--- src/daa_regs_pkg.sv ---
// package: offsets, field positions, reset values and carrier types for the daa register bank
package daa_regs_pkg;

  // ------------------------------------------------------------
  // register word indices (each register takes one aligned word)
  // ------------------------------------------------------------
  localparam logic [7:0] DAA_CONTROL_ONE_IDX      = 8'h05;
  localparam logic [7:0] DAA_CONTROL_TWO_IDX      = 8'h06;
  localparam logic [7:0] RESERVED_SEVEN_IDX       = 8'h07;
  localparam logic [7:0] RESERVED_EIGHT_IDX       = 8'h08;
  localparam logic [7:0] SAMPLE_RATE_CONTROL_IDX  = 8'h09;
  localparam logic [7:0] RESERVED_TEN_IDX         = 8'h0A;
  localparam logic [7:0] SYSTEM_SIDE_REVISION_IDX = 8'h0B;
  localparam logic [7:0] LINE_SIDE_STATUS_IDX     = 8'h0C;
  localparam logic [7:0] IRQ_STATUS_IDX           = 8'h10;
  localparam logic [7:0] IRQ_MASK_IDX             = 8'h11;

  // ------------------------------------------------------------
  // field positions
  // ------------------------------------------------------------
  localparam int TX_LEVEL_HI_BIT   = 6;
  localparam int TX_LEVEL_LO_BIT   = 1;
  localparam int RX_LEVEL_HI_BIT   = 5;
  localparam int RX_LEVEL_LO_BIT   = 0;
  localparam int LINE_PD_BIT       = 4;
  localparam int SYS_PD_BIT        = 3;
  localparam int OFF_HOOK_BIT      = 0;
  localparam int LINK_ERR_BIT      = 7;
  localparam int FRAME_LOCK_BIT    = 6;
  localparam int IRQ_LINK_ERR_BIT  = 0;
  localparam int IRQ_LOCK_LOST_BIT = 1;
  localparam int IRQ_LOCK_GOT_BIT  = 2;

  // ------------------------------------------------------------
  // reset values and masks
  // ------------------------------------------------------------
  localparam logic [7:0] CONTROL_TWO_RESET  = 8'h70;
  localparam logic [7:0] CONTROL_TWO_MASK   = 8'h7B;
  localparam logic [7:0] CONTROL_ONE_RESET  = 8'h00;
  localparam logic [7:0] SAMPLE_RATE_RESET  = 8'h00;
  localparam logic [2:0] IRQ_RESET          = 3'h0;
  localparam logic [3:0] REVISION_DEFAULT   = 4'h1; // arbitrary value
  localparam logic [3:0] APB_ADDR_LSB       = 4'h2;

  // ------------------------------------------------------------
  // modes
  // ------------------------------------------------------------
  typedef enum logic [1:0] {
    TX_ATT_26DB, TX_ATT_20DB, TX_MUTE, TX_ATT_32DB
  } tx_level_t;

  typedef enum logic [1:0] {
    RX_ATT_6DB, RX_ATT_0DB, RX_MUTE, RX_ATT_12DB
  } rx_level_t;

  typedef enum logic [2:0] {
    RATE_7200, RATE_8000, RATE_8229, RATE_8400,
    RATE_9000, RATE_9600, RATE_10286, RATE_RESERVED
  } sample_rate_t;

  // ------------------------------------------------------------
  // carriers
  // ------------------------------------------------------------
  typedef struct packed {
    tx_level_t    call_progress_out_tx_level;
    rx_level_t    call_progress_out_rx_level;
    logic         line_side_powerdown;
    logic         system_side_powerdown;
    sample_rate_t sample_rate_select;
    logic         off_hook_ctl;
  } daa_ctrl_t;

  typedef struct packed {
    logic       link_error;
    logic       frame_lock;
    logic [4:0] line_voltage_current_sense;
  } line_stat_t;

endpackage

--- src/daa_control_status_regs.sv ---
// module: apb control and status register bank for the daa system side
//
// Notes on behaviour
// - tx level on bits 6,1 drives call-progress output
// - rx level on bits 5,0 drives call-progress output
// - bit 4 powers down line side chip
// - bit 3 power down holds until internal reset
// - three-bit sample rate selects converter rate
// - revision register returns four-bit code, read-only
// - link error sticky until host writes zero
// - frame lock flag reads link lock state
// - off-hook: sense bits 4:1 with two exceptions
// - on-hook: loop current equals sense bits 4:1
// - off-hook bit drives hook and decode choice
`timescale 1ns/100ps
module daa_control_status_regs
  import daa_regs_pkg::*;
#(
  parameter logic [3:0] SYSTEM_SIDE_REVISION_CODE = REVISION_DEFAULT // arbitrary value
)
(
  input  wire logic        clock,                      // 100 MHz system clock
  input  wire logic        resetn,                     // async reset, active low
  input  wire logic        clock_enable,               // freezes all state when low
  input  wire logic        psel,                       // apb select
  input  wire logic        penable,                    // apb access phase
  input  wire logic        pwrite,                     // apb direction
  input  wire logic [11:0] paddr,                      // apb byte address
  input  wire logic [31:0] pwdata,                     // apb write data
  output logic      [31:0] prdata,                     // apb read data
  output logic             pready,                     // apb ready
  output logic             pslverr,                    // apb error on unmapped address
  input  wire logic        link_fail,                  // link failure event
  input  wire logic        link_frame_lock,            // link frame lock level
  input  wire logic [4:0]  line_voltage_current_sense, // line sense value
  input  wire logic        internal_reset,             // system-side internal reset pulse
  output daa_ctrl_t        ctrl,                       // control fields to the datapath
  output logic             irq                         // level interrupt
);

  // ------------------------------------------------------------
  // state
  // ------------------------------------------------------------
  logic [7:0] control_two_reg;
  logic [7:0] control_one_reg;
  logic [7:0] sample_rate_reg;
  logic       link_error_reg;
  logic       frame_lock_reg;
  logic [2:0] irq_status_reg;
  logic [2:0] irq_mask_reg;
  logic [3:0] loop_current_field;
  logic       access_reg;

  // ------------------------------------------------------------
  // bus decode
  // ------------------------------------------------------------
  wire logic [7:0] word_idx   = paddr[9:2];
  wire logic       aligned    = paddr[1:0] == 2'b00 && paddr[11:10] == 2'b00;
  wire logic       setup      = psel && !penable;
  wire logic       take       = psel && penable && pready;
  wire logic       do_write   = take && pwrite;
  wire logic       hit_ctl1   = aligned && word_idx == DAA_CONTROL_ONE_IDX;
  wire logic       hit_ctl2   = aligned && word_idx == DAA_CONTROL_TWO_IDX;
  wire logic       hit_rate   = aligned && word_idx == SAMPLE_RATE_CONTROL_IDX;
  wire logic       hit_rev    = aligned && word_idx == SYSTEM_SIDE_REVISION_IDX;
  wire logic       hit_stat   = aligned && word_idx == LINE_SIDE_STATUS_IDX;
  wire logic       hit_ist    = aligned && word_idx == IRQ_STATUS_IDX;
  wire logic       hit_imsk   = aligned && word_idx == IRQ_MASK_IDX;
  wire logic       hit_rsvd   = aligned && (word_idx == RESERVED_SEVEN_IDX ||
                                            word_idx == RESERVED_EIGHT_IDX ||
                                            word_idx == RESERVED_TEN_IDX);
  wire logic       mapped     = hit_ctl1 || hit_ctl2 || hit_rate || hit_rev || hit_stat ||
                                hit_ist || hit_imsk || hit_rsvd;

  // ------------------------------------------------------------
  // events
  // ------------------------------------------------------------
  wire logic       lock_lost  = frame_lock_reg && !link_frame_lock;
  wire logic       lock_got   = !frame_lock_reg && link_frame_lock;
  wire logic [2:0] irq_events = {lock_got, lock_lost, link_fail};

  // link error: a failure in the clearing cycle still wins
  wire logic link_clear = do_write && hit_stat && !pwdata[LINK_ERR_BIT];
  wire logic link_error_next = link_fail || (link_error_reg && !link_clear);

  wire logic [2:0] irq_status_next =
    irq_events | (irq_status_reg & ~((do_write && hit_ist) ? pwdata[2:0] : 3'h0));

  // power down sticks until internal reset; a host zero cannot wake it
  wire logic sys_pd_next = internal_reset ? 1'b0 :
    (control_two_reg[SYS_PD_BIT] || (do_write && hit_ctl2 && pwdata[SYS_PD_BIT]));

  wire logic [7:0] ctl2_written = pwdata[7:0] & CONTROL_TWO_MASK;
  wire logic [7:0] control_two_next =
    (do_write && hit_ctl2) ? {ctl2_written[7:4], sys_pd_next, ctl2_written[2:0]}
                           : {control_two_reg[7:4], sys_pd_next, control_two_reg[2:0]};

  // ------------------------------------------------------------
  // read mux
  // ------------------------------------------------------------
  wire logic [7:0] status_byte = {link_error_reg, frame_lock_reg, 2'b00, loop_current_field};
  wire logic [7:0] read_byte =
    hit_ctl1 ? control_one_reg :
    hit_ctl2 ? control_two_reg :
    hit_rate ? sample_rate_reg :
    hit_rev  ? {4'h0, SYSTEM_SIDE_REVISION_CODE} :
    hit_stat ? status_byte :
    hit_ist  ? {5'h00, irq_status_reg} :
    hit_imsk ? {5'h00, irq_mask_reg} : 8'h00;

  // ------------------------------------------------------------
  // loop current decode
  // ------------------------------------------------------------
  loop_current_decode u_decode (
    .clock                      (clock),
    .resetn                     (resetn),
    .clock_enable               (clock_enable),
    .off_hook                   (control_one_reg[OFF_HOOK_BIT]),
    .line_voltage_current_sense (line_voltage_current_sense),
    .loop_current_field         (loop_current_field)
  );

  // ------------------------------------------------------------
  // bus handshake: no wait states, pready raised in the first access cycle, answer registered
  // ------------------------------------------------------------
  always_ff @(posedge clock or negedge resetn) begin
    if (!resetn) begin
      access_reg <= 1'b0;
      pready     <= 1'b0;
      prdata     <= 32'h0000_0000;
      pslverr    <= 1'b0;
    end else if (clock_enable) begin
      access_reg <= setup;
      pready     <= setup;
      if (setup) begin
        prdata  <= (pwrite || !mapped) ? 32'h0000_0000 : {24'h00_0000, read_byte};
        pslverr <= !mapped;
      end else begin
        prdata  <= 32'h0000_0000;
        pslverr <= 1'b0;
      end
    end
  end

  // ------------------------------------------------------------
  // registers
  // ------------------------------------------------------------
  always_ff @(posedge clock or negedge resetn) begin
    if (!resetn) begin
      control_two_reg <= CONTROL_TWO_RESET;
      control_one_reg <= CONTROL_ONE_RESET;
      sample_rate_reg <= SAMPLE_RATE_RESET;
      link_error_reg  <= 1'b0;
      frame_lock_reg  <= 1'b0;
      irq_status_reg  <= IRQ_RESET;
      irq_mask_reg    <= IRQ_RESET;
      irq             <= 1'b0;
    end else if (clock_enable) begin
      control_two_reg <= control_two_next;
      if (do_write && hit_ctl1) begin
        control_one_reg <= {7'h00, pwdata[OFF_HOOK_BIT]};
      end
      if (do_write && hit_rate) begin
        sample_rate_reg <= {5'h00, pwdata[2:0]};
      end
      if (do_write && hit_imsk) begin
        irq_mask_reg <= pwdata[2:0];
      end
      link_error_reg <= link_error_next;
      frame_lock_reg <= link_frame_lock;
      irq_status_reg <= irq_status_next;
      irq            <= |(irq_status_next & irq_mask_reg);
    end
  end

  // ------------------------------------------------------------
  // control outputs, registered
  // ------------------------------------------------------------
  always_ff @(posedge clock or negedge resetn) begin
    if (!resetn) begin
      ctrl <= '{call_progress_out_tx_level: TX_MUTE, call_progress_out_rx_level: RX_MUTE,
                line_side_powerdown: 1'b1, system_side_powerdown: 1'b0,
                sample_rate_select: RATE_7200, off_hook_ctl: 1'b0};
    end else if (clock_enable) begin
      ctrl.call_progress_out_tx_level <= tx_level_t'({control_two_next[TX_LEVEL_HI_BIT],
                                         control_two_next[TX_LEVEL_LO_BIT]});
      ctrl.call_progress_out_rx_level <= rx_level_t'({control_two_next[RX_LEVEL_HI_BIT],
                                         control_two_next[RX_LEVEL_LO_BIT]});
      ctrl.line_side_powerdown   <= control_two_next[LINE_PD_BIT];
      ctrl.system_side_powerdown <= control_two_next[SYS_PD_BIT];
      ctrl.sample_rate_select    <= (do_write && hit_rate) ? sample_rate_t'(pwdata[2:0])
                                    : sample_rate_t'(sample_rate_reg[2:0]);
      ctrl.off_hook_ctl          <= (do_write && hit_ctl1) ? pwdata[OFF_HOOK_BIT]
                                    : control_one_reg[OFF_HOOK_BIT];
    end
  end

endmodule

--- src/loop_current_decode.sv ---
// module: loop current field decode from the line sense value
`timescale 1ns/100ps
module loop_current_decode
  import daa_regs_pkg::*;
(
  input  wire logic       clock,                      // system clock
  input  wire logic       resetn,                     // async reset, active low
  input  wire logic       clock_enable,               // freezes state when low
  input  wire logic       off_hook,                   // current hook state
  input  wire logic [4:0] line_voltage_current_sense, // raw sense value
  output logic      [3:0] loop_current_field          // registered decode
);

  // ------------------------------------------------------------
  // decode
  // ------------------------------------------------------------
  wire logic [3:0] plain_field = line_voltage_current_sense[4:1];
  wire logic       is_top      = line_voltage_current_sense == 5'h1E;
  wire logic       is_one      = line_voltage_current_sense == 5'h01;
  wire logic [3:0] hook_field  = is_top ? 4'hE : (is_one ? 4'h1 : plain_field);
  wire logic [3:0] field_next  = off_hook ? hook_field : plain_field;

  always_ff @(posedge clock or negedge resetn) begin
    if (!resetn) begin
      loop_current_field <= 4'h0;
    end else if (clock_enable) begin
      loop_current_field <= field_next;
    end
  end

endmodule

--- config.mk ---
export PLATFORM = sky130hd
export DESIGN_NAME = daa_control_status_regs
export DESIGN_NICKNAME = d
export VERILOG_FILES = /design/src/daa_regs_pkg.sv /design/src/daa_control_status_regs.sv /design/src/loop_current_decode.sv
export SDC_FILE = /design/constraint.sdc
export NUM_CORES = 1
export LEC_CHECK = 0
export ABC_AREA = 0
export ABC_CLOCK_PERIOD_IN_PS = 2800
export BUFFER_PORTS_ARGS = -buffer_cell sky130_fd_sc_hd__buf_2
export CELL_PAD_IN_SITES_DETAIL_PLACEMENT = 1
export CELL_PAD_IN_SITES_GLOBAL_PLACEMENT = 1
export CORE_AREA = 8 8 87 89
export CTS_CLUSTER_SIZE = 10
export DETAILED_ROUTE_END_ITERATION = 7
export DIE_AREA = 0 0 95 97
export PLACE_DENSITY = 0.87
export SLEW_MARGIN = 5
export SYNTH_ARGS = -nofsm -noshare
export SYNTH_HDL_FRONTEND = slang
export SYNTH_SLANG_ARGS = --single-unit
export TNS_END_PERCENT = 5
--- constraint.sdc ---
create_clock -name clock -period 2.8 [get_ports clock]
set_input_delay 0.56 -clock clock [delete_from_list [all_inputs] [get_ports clock]]
set_output_delay 0.56 -clock clock [all_outputs]
set_load 0.02 [all_outputs]
==> summary by stage <==
Status
The run finished with clean final reports.

Setup path
The cell type of the slowest stage on the worst timing path is sky130_fd_sc_hd__or4_4. The cell family contributing the most delay on the critical path is simple AND/OR/NAND/NOR gates. The required time at the endpoint of the critical path is 3.00 ns. The worst-case reg-to-reg path depth is 5. Traced cell by cell, the critical path runs through buf_2 > or4_4 > or3_4 > o32ai_4 > o21ai_2 > o32ai_2. STA classifies the critical path endpoint as a register. The startpoint of the most critical register-to-register path is pready. For the worst setup path, the data arrival time is 2.22 ns. In this design, the stage delay of the slowest critical-path cell is 0.54 ns. The worst reg2reg path endpoint is control_two_reg[1]. The worst setup path is of the primary input to register kind.

The worst setup path is launched from a primary input. The flop-to-flop setup slack is approximately 1.0 ns. In this run the worst path has a maximum fanout of 4.

The combined buffer and inverter count along the critical path is 1.

Yosys
The synthesized area per cell is 10.2 um^2. After synthesis, the share of flip-flops with an asynchronous set or reset is 1.00. The number of distinct standard cells referenced by the synthesized netlist is between 50 and 60. The Yosys step of the flow raised 0 warnings.

The cell count after synthesis is 217. In this run, synthesis inferred 0 flip-flops with an integrated enable. The top flip-flop cell by instance count after synthesis is sky130_fd_sc_hd__dfrtp_1.

The sequential area share after synthesis is 0.420. The synthesized flop and latch total is 37. The summed instance area of the synthesized netlist is 0.00222 mm^2.

Power and ir drop
The leakage power is 1.24 nW. In this run the power density over the cells is 419 mW/mm^2. IR analysis of the VDD net gives a maximum drop of 0.000183 V.

CTS
Once the clock tree was built, the setup fixing pass inserted 0 buffers. The cell sitting at the root of the clock tree is a sky130_fd_sc_hd__clkbuf_8. The clock insertion delay at the later pin of the skew report is 0.29 ns.

The H-tree was split into 2 levels. After clock tree synthesis, the flow added hold-fix buffers numbering 0. Clock-pin slew was measured on the worst setup and hold paths at 0.07 ns. The maximum root-to-sink buffer count is 2.

The number of instances resized during post-cts repair is 0. TritonCTS built the clock tree. The number of clock buffers inserted by TritonCTS is 5. The total clock sinks is 37.

Timing
The slew at the pin with the worst max-slew slack is approximately 0.84 ns. In the finished design, the share of the clock period the worst path needs comes to 0.722. Subtracting the final worst setup slack from the clock period gives 2.02 ns. Headroom to the max-slew limit came out at 0.437. The clock skew is roughly 0.0085 ns.

The worst path meets setup with 0.777 ns of slack. Setup violations remaining at the end of the flow were counted as 0. The max-slew violation total from the final report is 0.

The maximum achievable frequency is roughly 490 MHz. Setup repair after global routing left no endpoint under its margin. The final-report hold violation count is 0. The setup TNS is 0 ns.

Drt
In this run the remaining antenna-violating nets after routing total 0. The first-pass iteration count of the detailed router is 4. The count of routing violations after the opening detailed-route iteration is roughly 120. The detail-routed net length per standard cell is between 15 and 20 um.

After detailed routing, the number of remaining DRC violations is 0. The detail-routed via count per cell is ~5.3. The routed layout has 1869 vias. After detailed routing, the total wire length is roughly 6.5 mm.

Floorplanning
The horizontal die dimension is 95 um. For this configuration, the core starts out at a cell density of 0.357. The floorplan step set the die height to 97 um. The die outline area is 0.00922 mm^2. The initialized floorplan defines 29 standard-cell rows. The floorplan step defined a core boundary enclosing 0.00620 mm^2. For this design the top-level I/O count stands at 103.

Global routing
The global-route usage over all layers is 0.142. The first global-routing pass estimated 10.5 mm of wire. The number of antenna violations at the first check in global routing is 0. The sum of overflow across all layers after global routing is 0.

Entering global routing, the biggest net connects 38 pins. The number of global-route vias before repair is 2101.

Cells and area
0 antenna diodes ended up in the layout. The flip-flop count of the largest register, all copies and words added is 8. From synthesis to final layout, the design area changed by 17.7%. The layout cell share with drive strength beyond 1 is 0.353. The net count of the finished layout is 335.

Placement
The quantity of I/O buffers inserted on ports is 54. The HPWL after detailed placement is 5.13 mm. OpenSTA, run right after detailed placement, puts the worst setup slack at 0.474 ns. Routability-driven placement finished with a final weighted congestion of 0.872.

Hold path
The worst hold path belongs to the class primary input to async pin.

Flow run
Across the run, the number of max-cap violations was 0.
-- layout make-up --
type	instances	area, um^2
sequential	37	930
clock buffer	8	90.1
fill	749	3600
tap	77	96.3
timing repair buffer	62	330
inverter	10	37.5
multi-input combinational	161	1120
-- placed cells by master (no fill, tap or decap), types with 2 or more instances in the layout --
| cell type | n |
|---|---|
| sky130_fd_sc_hd__o2bb2ai_1 | 3 |
| sky130_fd_sc_hd__a31oi_1 | 3 |
| sky130_fd_sc_hd__dfrtp_1 | 34 |
| sky130_fd_sc_hd__a22o_1 | 3 |
| sky130_fd_sc_hd__nor2_1 | 11 |
| sky130_fd_sc_hd__inv_1 | 10 |
| sky130_fd_sc_hd__mux2i_1 | 7 |
| sky130_fd_sc_hd__nand2_1 | 12 |
| sky130_fd_sc_hd__nor4bb_1 | 3 |
| sky130_fd_sc_hd__mux2_2 | 15 |
| sky130_fd_sc_hd__dfstp_2 | 3 |
| sky130_fd_sc_hd__conb_1 | 24 |
| sky130_fd_sc_hd__a21oi_1 | 12 |
| sky130_fd_sc_hd__clkbuf_8 | 6 |
| sky130_fd_sc_hd__buf_4 | 8 |
| sky130_fd_sc_hd__nand4bb_1 | 2 |
| sky130_fd_sc_hd__a22oi_1 | 3 |
| sky130_fd_sc_hd__clkbuf_1 | 2 |
| sky130_fd_sc_hd__o32ai_2 | 2 |
| sky130_fd_sc_hd__nor2b_1 | 10 |
| sky130_fd_sc_hd__and4_1 | 2 |
| sky130_fd_sc_hd__nand3_1 | 3 |
| sky130_fd_sc_hd__o22ai_1 | 2 |
| sky130_fd_sc_hd__a21o_1 | 3 |
| sky130_fd_sc_hd__o21ai_0 | 6 |
| sky130_fd_sc_hd__nor3_1 | 3 |
| sky130_fd_sc_hd__buf_2 | 54 |
| sky130_fd_sc_hd__o32ai_1 | 4 |
| sky130_fd_sc_hd__nand4_1 | 3 |
| sky130_fd_sc_hd__o211ai_1 | 2 |
-- synthesized netlist by cell type, types with 2 or more instances --
master	instances	area share
sky130_fd_sc_hd__dfrtp_1	34	0.38
sky130_fd_sc_hd__buf_4	24	0.081
sky130_fd_sc_hd__mux2_2	15	0.076
sky130_fd_sc_hd__a21oi_1	12	0.027
sky130_fd_sc_hd__nand2_1	12	0.020
sky130_fd_sc_hd__nor2_1	11	0.019
sky130_fd_sc_hd__inv_1	10	0.017
sky130_fd_sc_hd__nor2b_1	10	0.028
sky130_fd_sc_hd__mux2i_1	7	0.032
sky130_fd_sc_hd__clkbuf_1	6	0.010
sky130_fd_sc_hd__o21ai_0	6	0.014
sky130_fd_sc_hd__o32ai_1	4	0.016
sky130_fd_sc_hd__a21o_1	3	0.010
sky130_fd_sc_hd__a22o_1	3	0.012
sky130_fd_sc_hd__a22oi_1	3	0.010
sky130_fd_sc_hd__a31oi_1	3	0.0085
sky130_fd_sc_hd__dfstp_2	3	0.036
sky130_fd_sc_hd__nand3_1	3	0.0068
sky130_fd_sc_hd__nand4_1	3	0.0085
sky130_fd_sc_hd__nor3_1	3	0.0068
sky130_fd_sc_hd__nor4bb_1	3	0.014
sky130_fd_sc_hd__o2bb2ai_1	3	0.012
sky130_fd_sc_hd__and4_1	2	0.0079
sky130_fd_sc_hd__nand4bb_1	2	0.010
sky130_fd_sc_hd__o211ai_1	2	0.0068
sky130_fd_sc_hd__o22ai_1	2	0.0056
sky130_fd_sc_hd__o32ai_2	2	0.015
-- worst max path at each step --
stage,start,end,cells after the start,slack (ns)
2_1_floorplan,paddr[11],prdata[3],5,0.72
3_3_place_gp,paddr[11],prdata[6],6,0.49
3_5_place_dp,paddr[11],prdata[6],6,0.47
4_1_cts,paddr[11],prdata[3],6,0.77
5_1_grt,paddr[6],prdata[3],6,0.68
6_report,paddr[11],prdata[6],6,0.78
-- where the power goes --
group	leakage (nW)	internal [mW]	switching [mW]	total, mW
logic	0.724	0.0478	0.106	0.154
clock network	0.0455	0.201	0.184	0.385
registers	0.470	0.546	0.00845	0.554
-- stage by stage --
stage	hold slack, ns	util	power (mW)	instance area [um^2]	cells
after CTS	0.403	0.420	1.11	2610	355
after floorplan	0.264	-	0.676	2300	240
after detailed placement	0.464	0.406	0.719	2520	347
final	0.369	0.420	1.09	2610	355
after global placement	0.465	0.406	0.712	2520	347
after global routing	0.436	0.420	1.15	2610	355
-- worst reg2reg max path, stage by stage, from the launching register on --
cell,delay [ns]
sky130_fd_sc_hd__dfrtp_1,0.37
sky130_fd_sc_hd__and4_1,0.43
sky130_fd_sc_hd__nand2_1,0.21
sky130_fd_sc_hd__nor3_2,0.14
sky130_fd_sc_hd__buf_4,0.18
sky130_fd_sc_hd__mux2_2,0.33
-- cell families (layout without fill, tap and decap cells) --
| kind of cell | count (synthesis) | count (layout) | share of synthesized area |
|---|---|---|---|
| buf+inv | 42 | 80 | 0.112 |
| compound gates | 51 | 51 | 0.174 |
| mux | 22 | 22 | 0.108 |
| other cells | 1 | 24 | 0.00169 |
| simple gates | 64 | 64 | 0.185 |
| flops | 37 | 37 | 0.420 |
-- per-layer routing --
layer	vias to the layer above	wire (um)	track usage
li1	867	-	-
met1	926	2550	0.164
met2	64	3320	0.245
met3	12	496	0.0371
met4	0	105	0.0409
met5	-	0	0
Power figures use the tool's default switching activity.
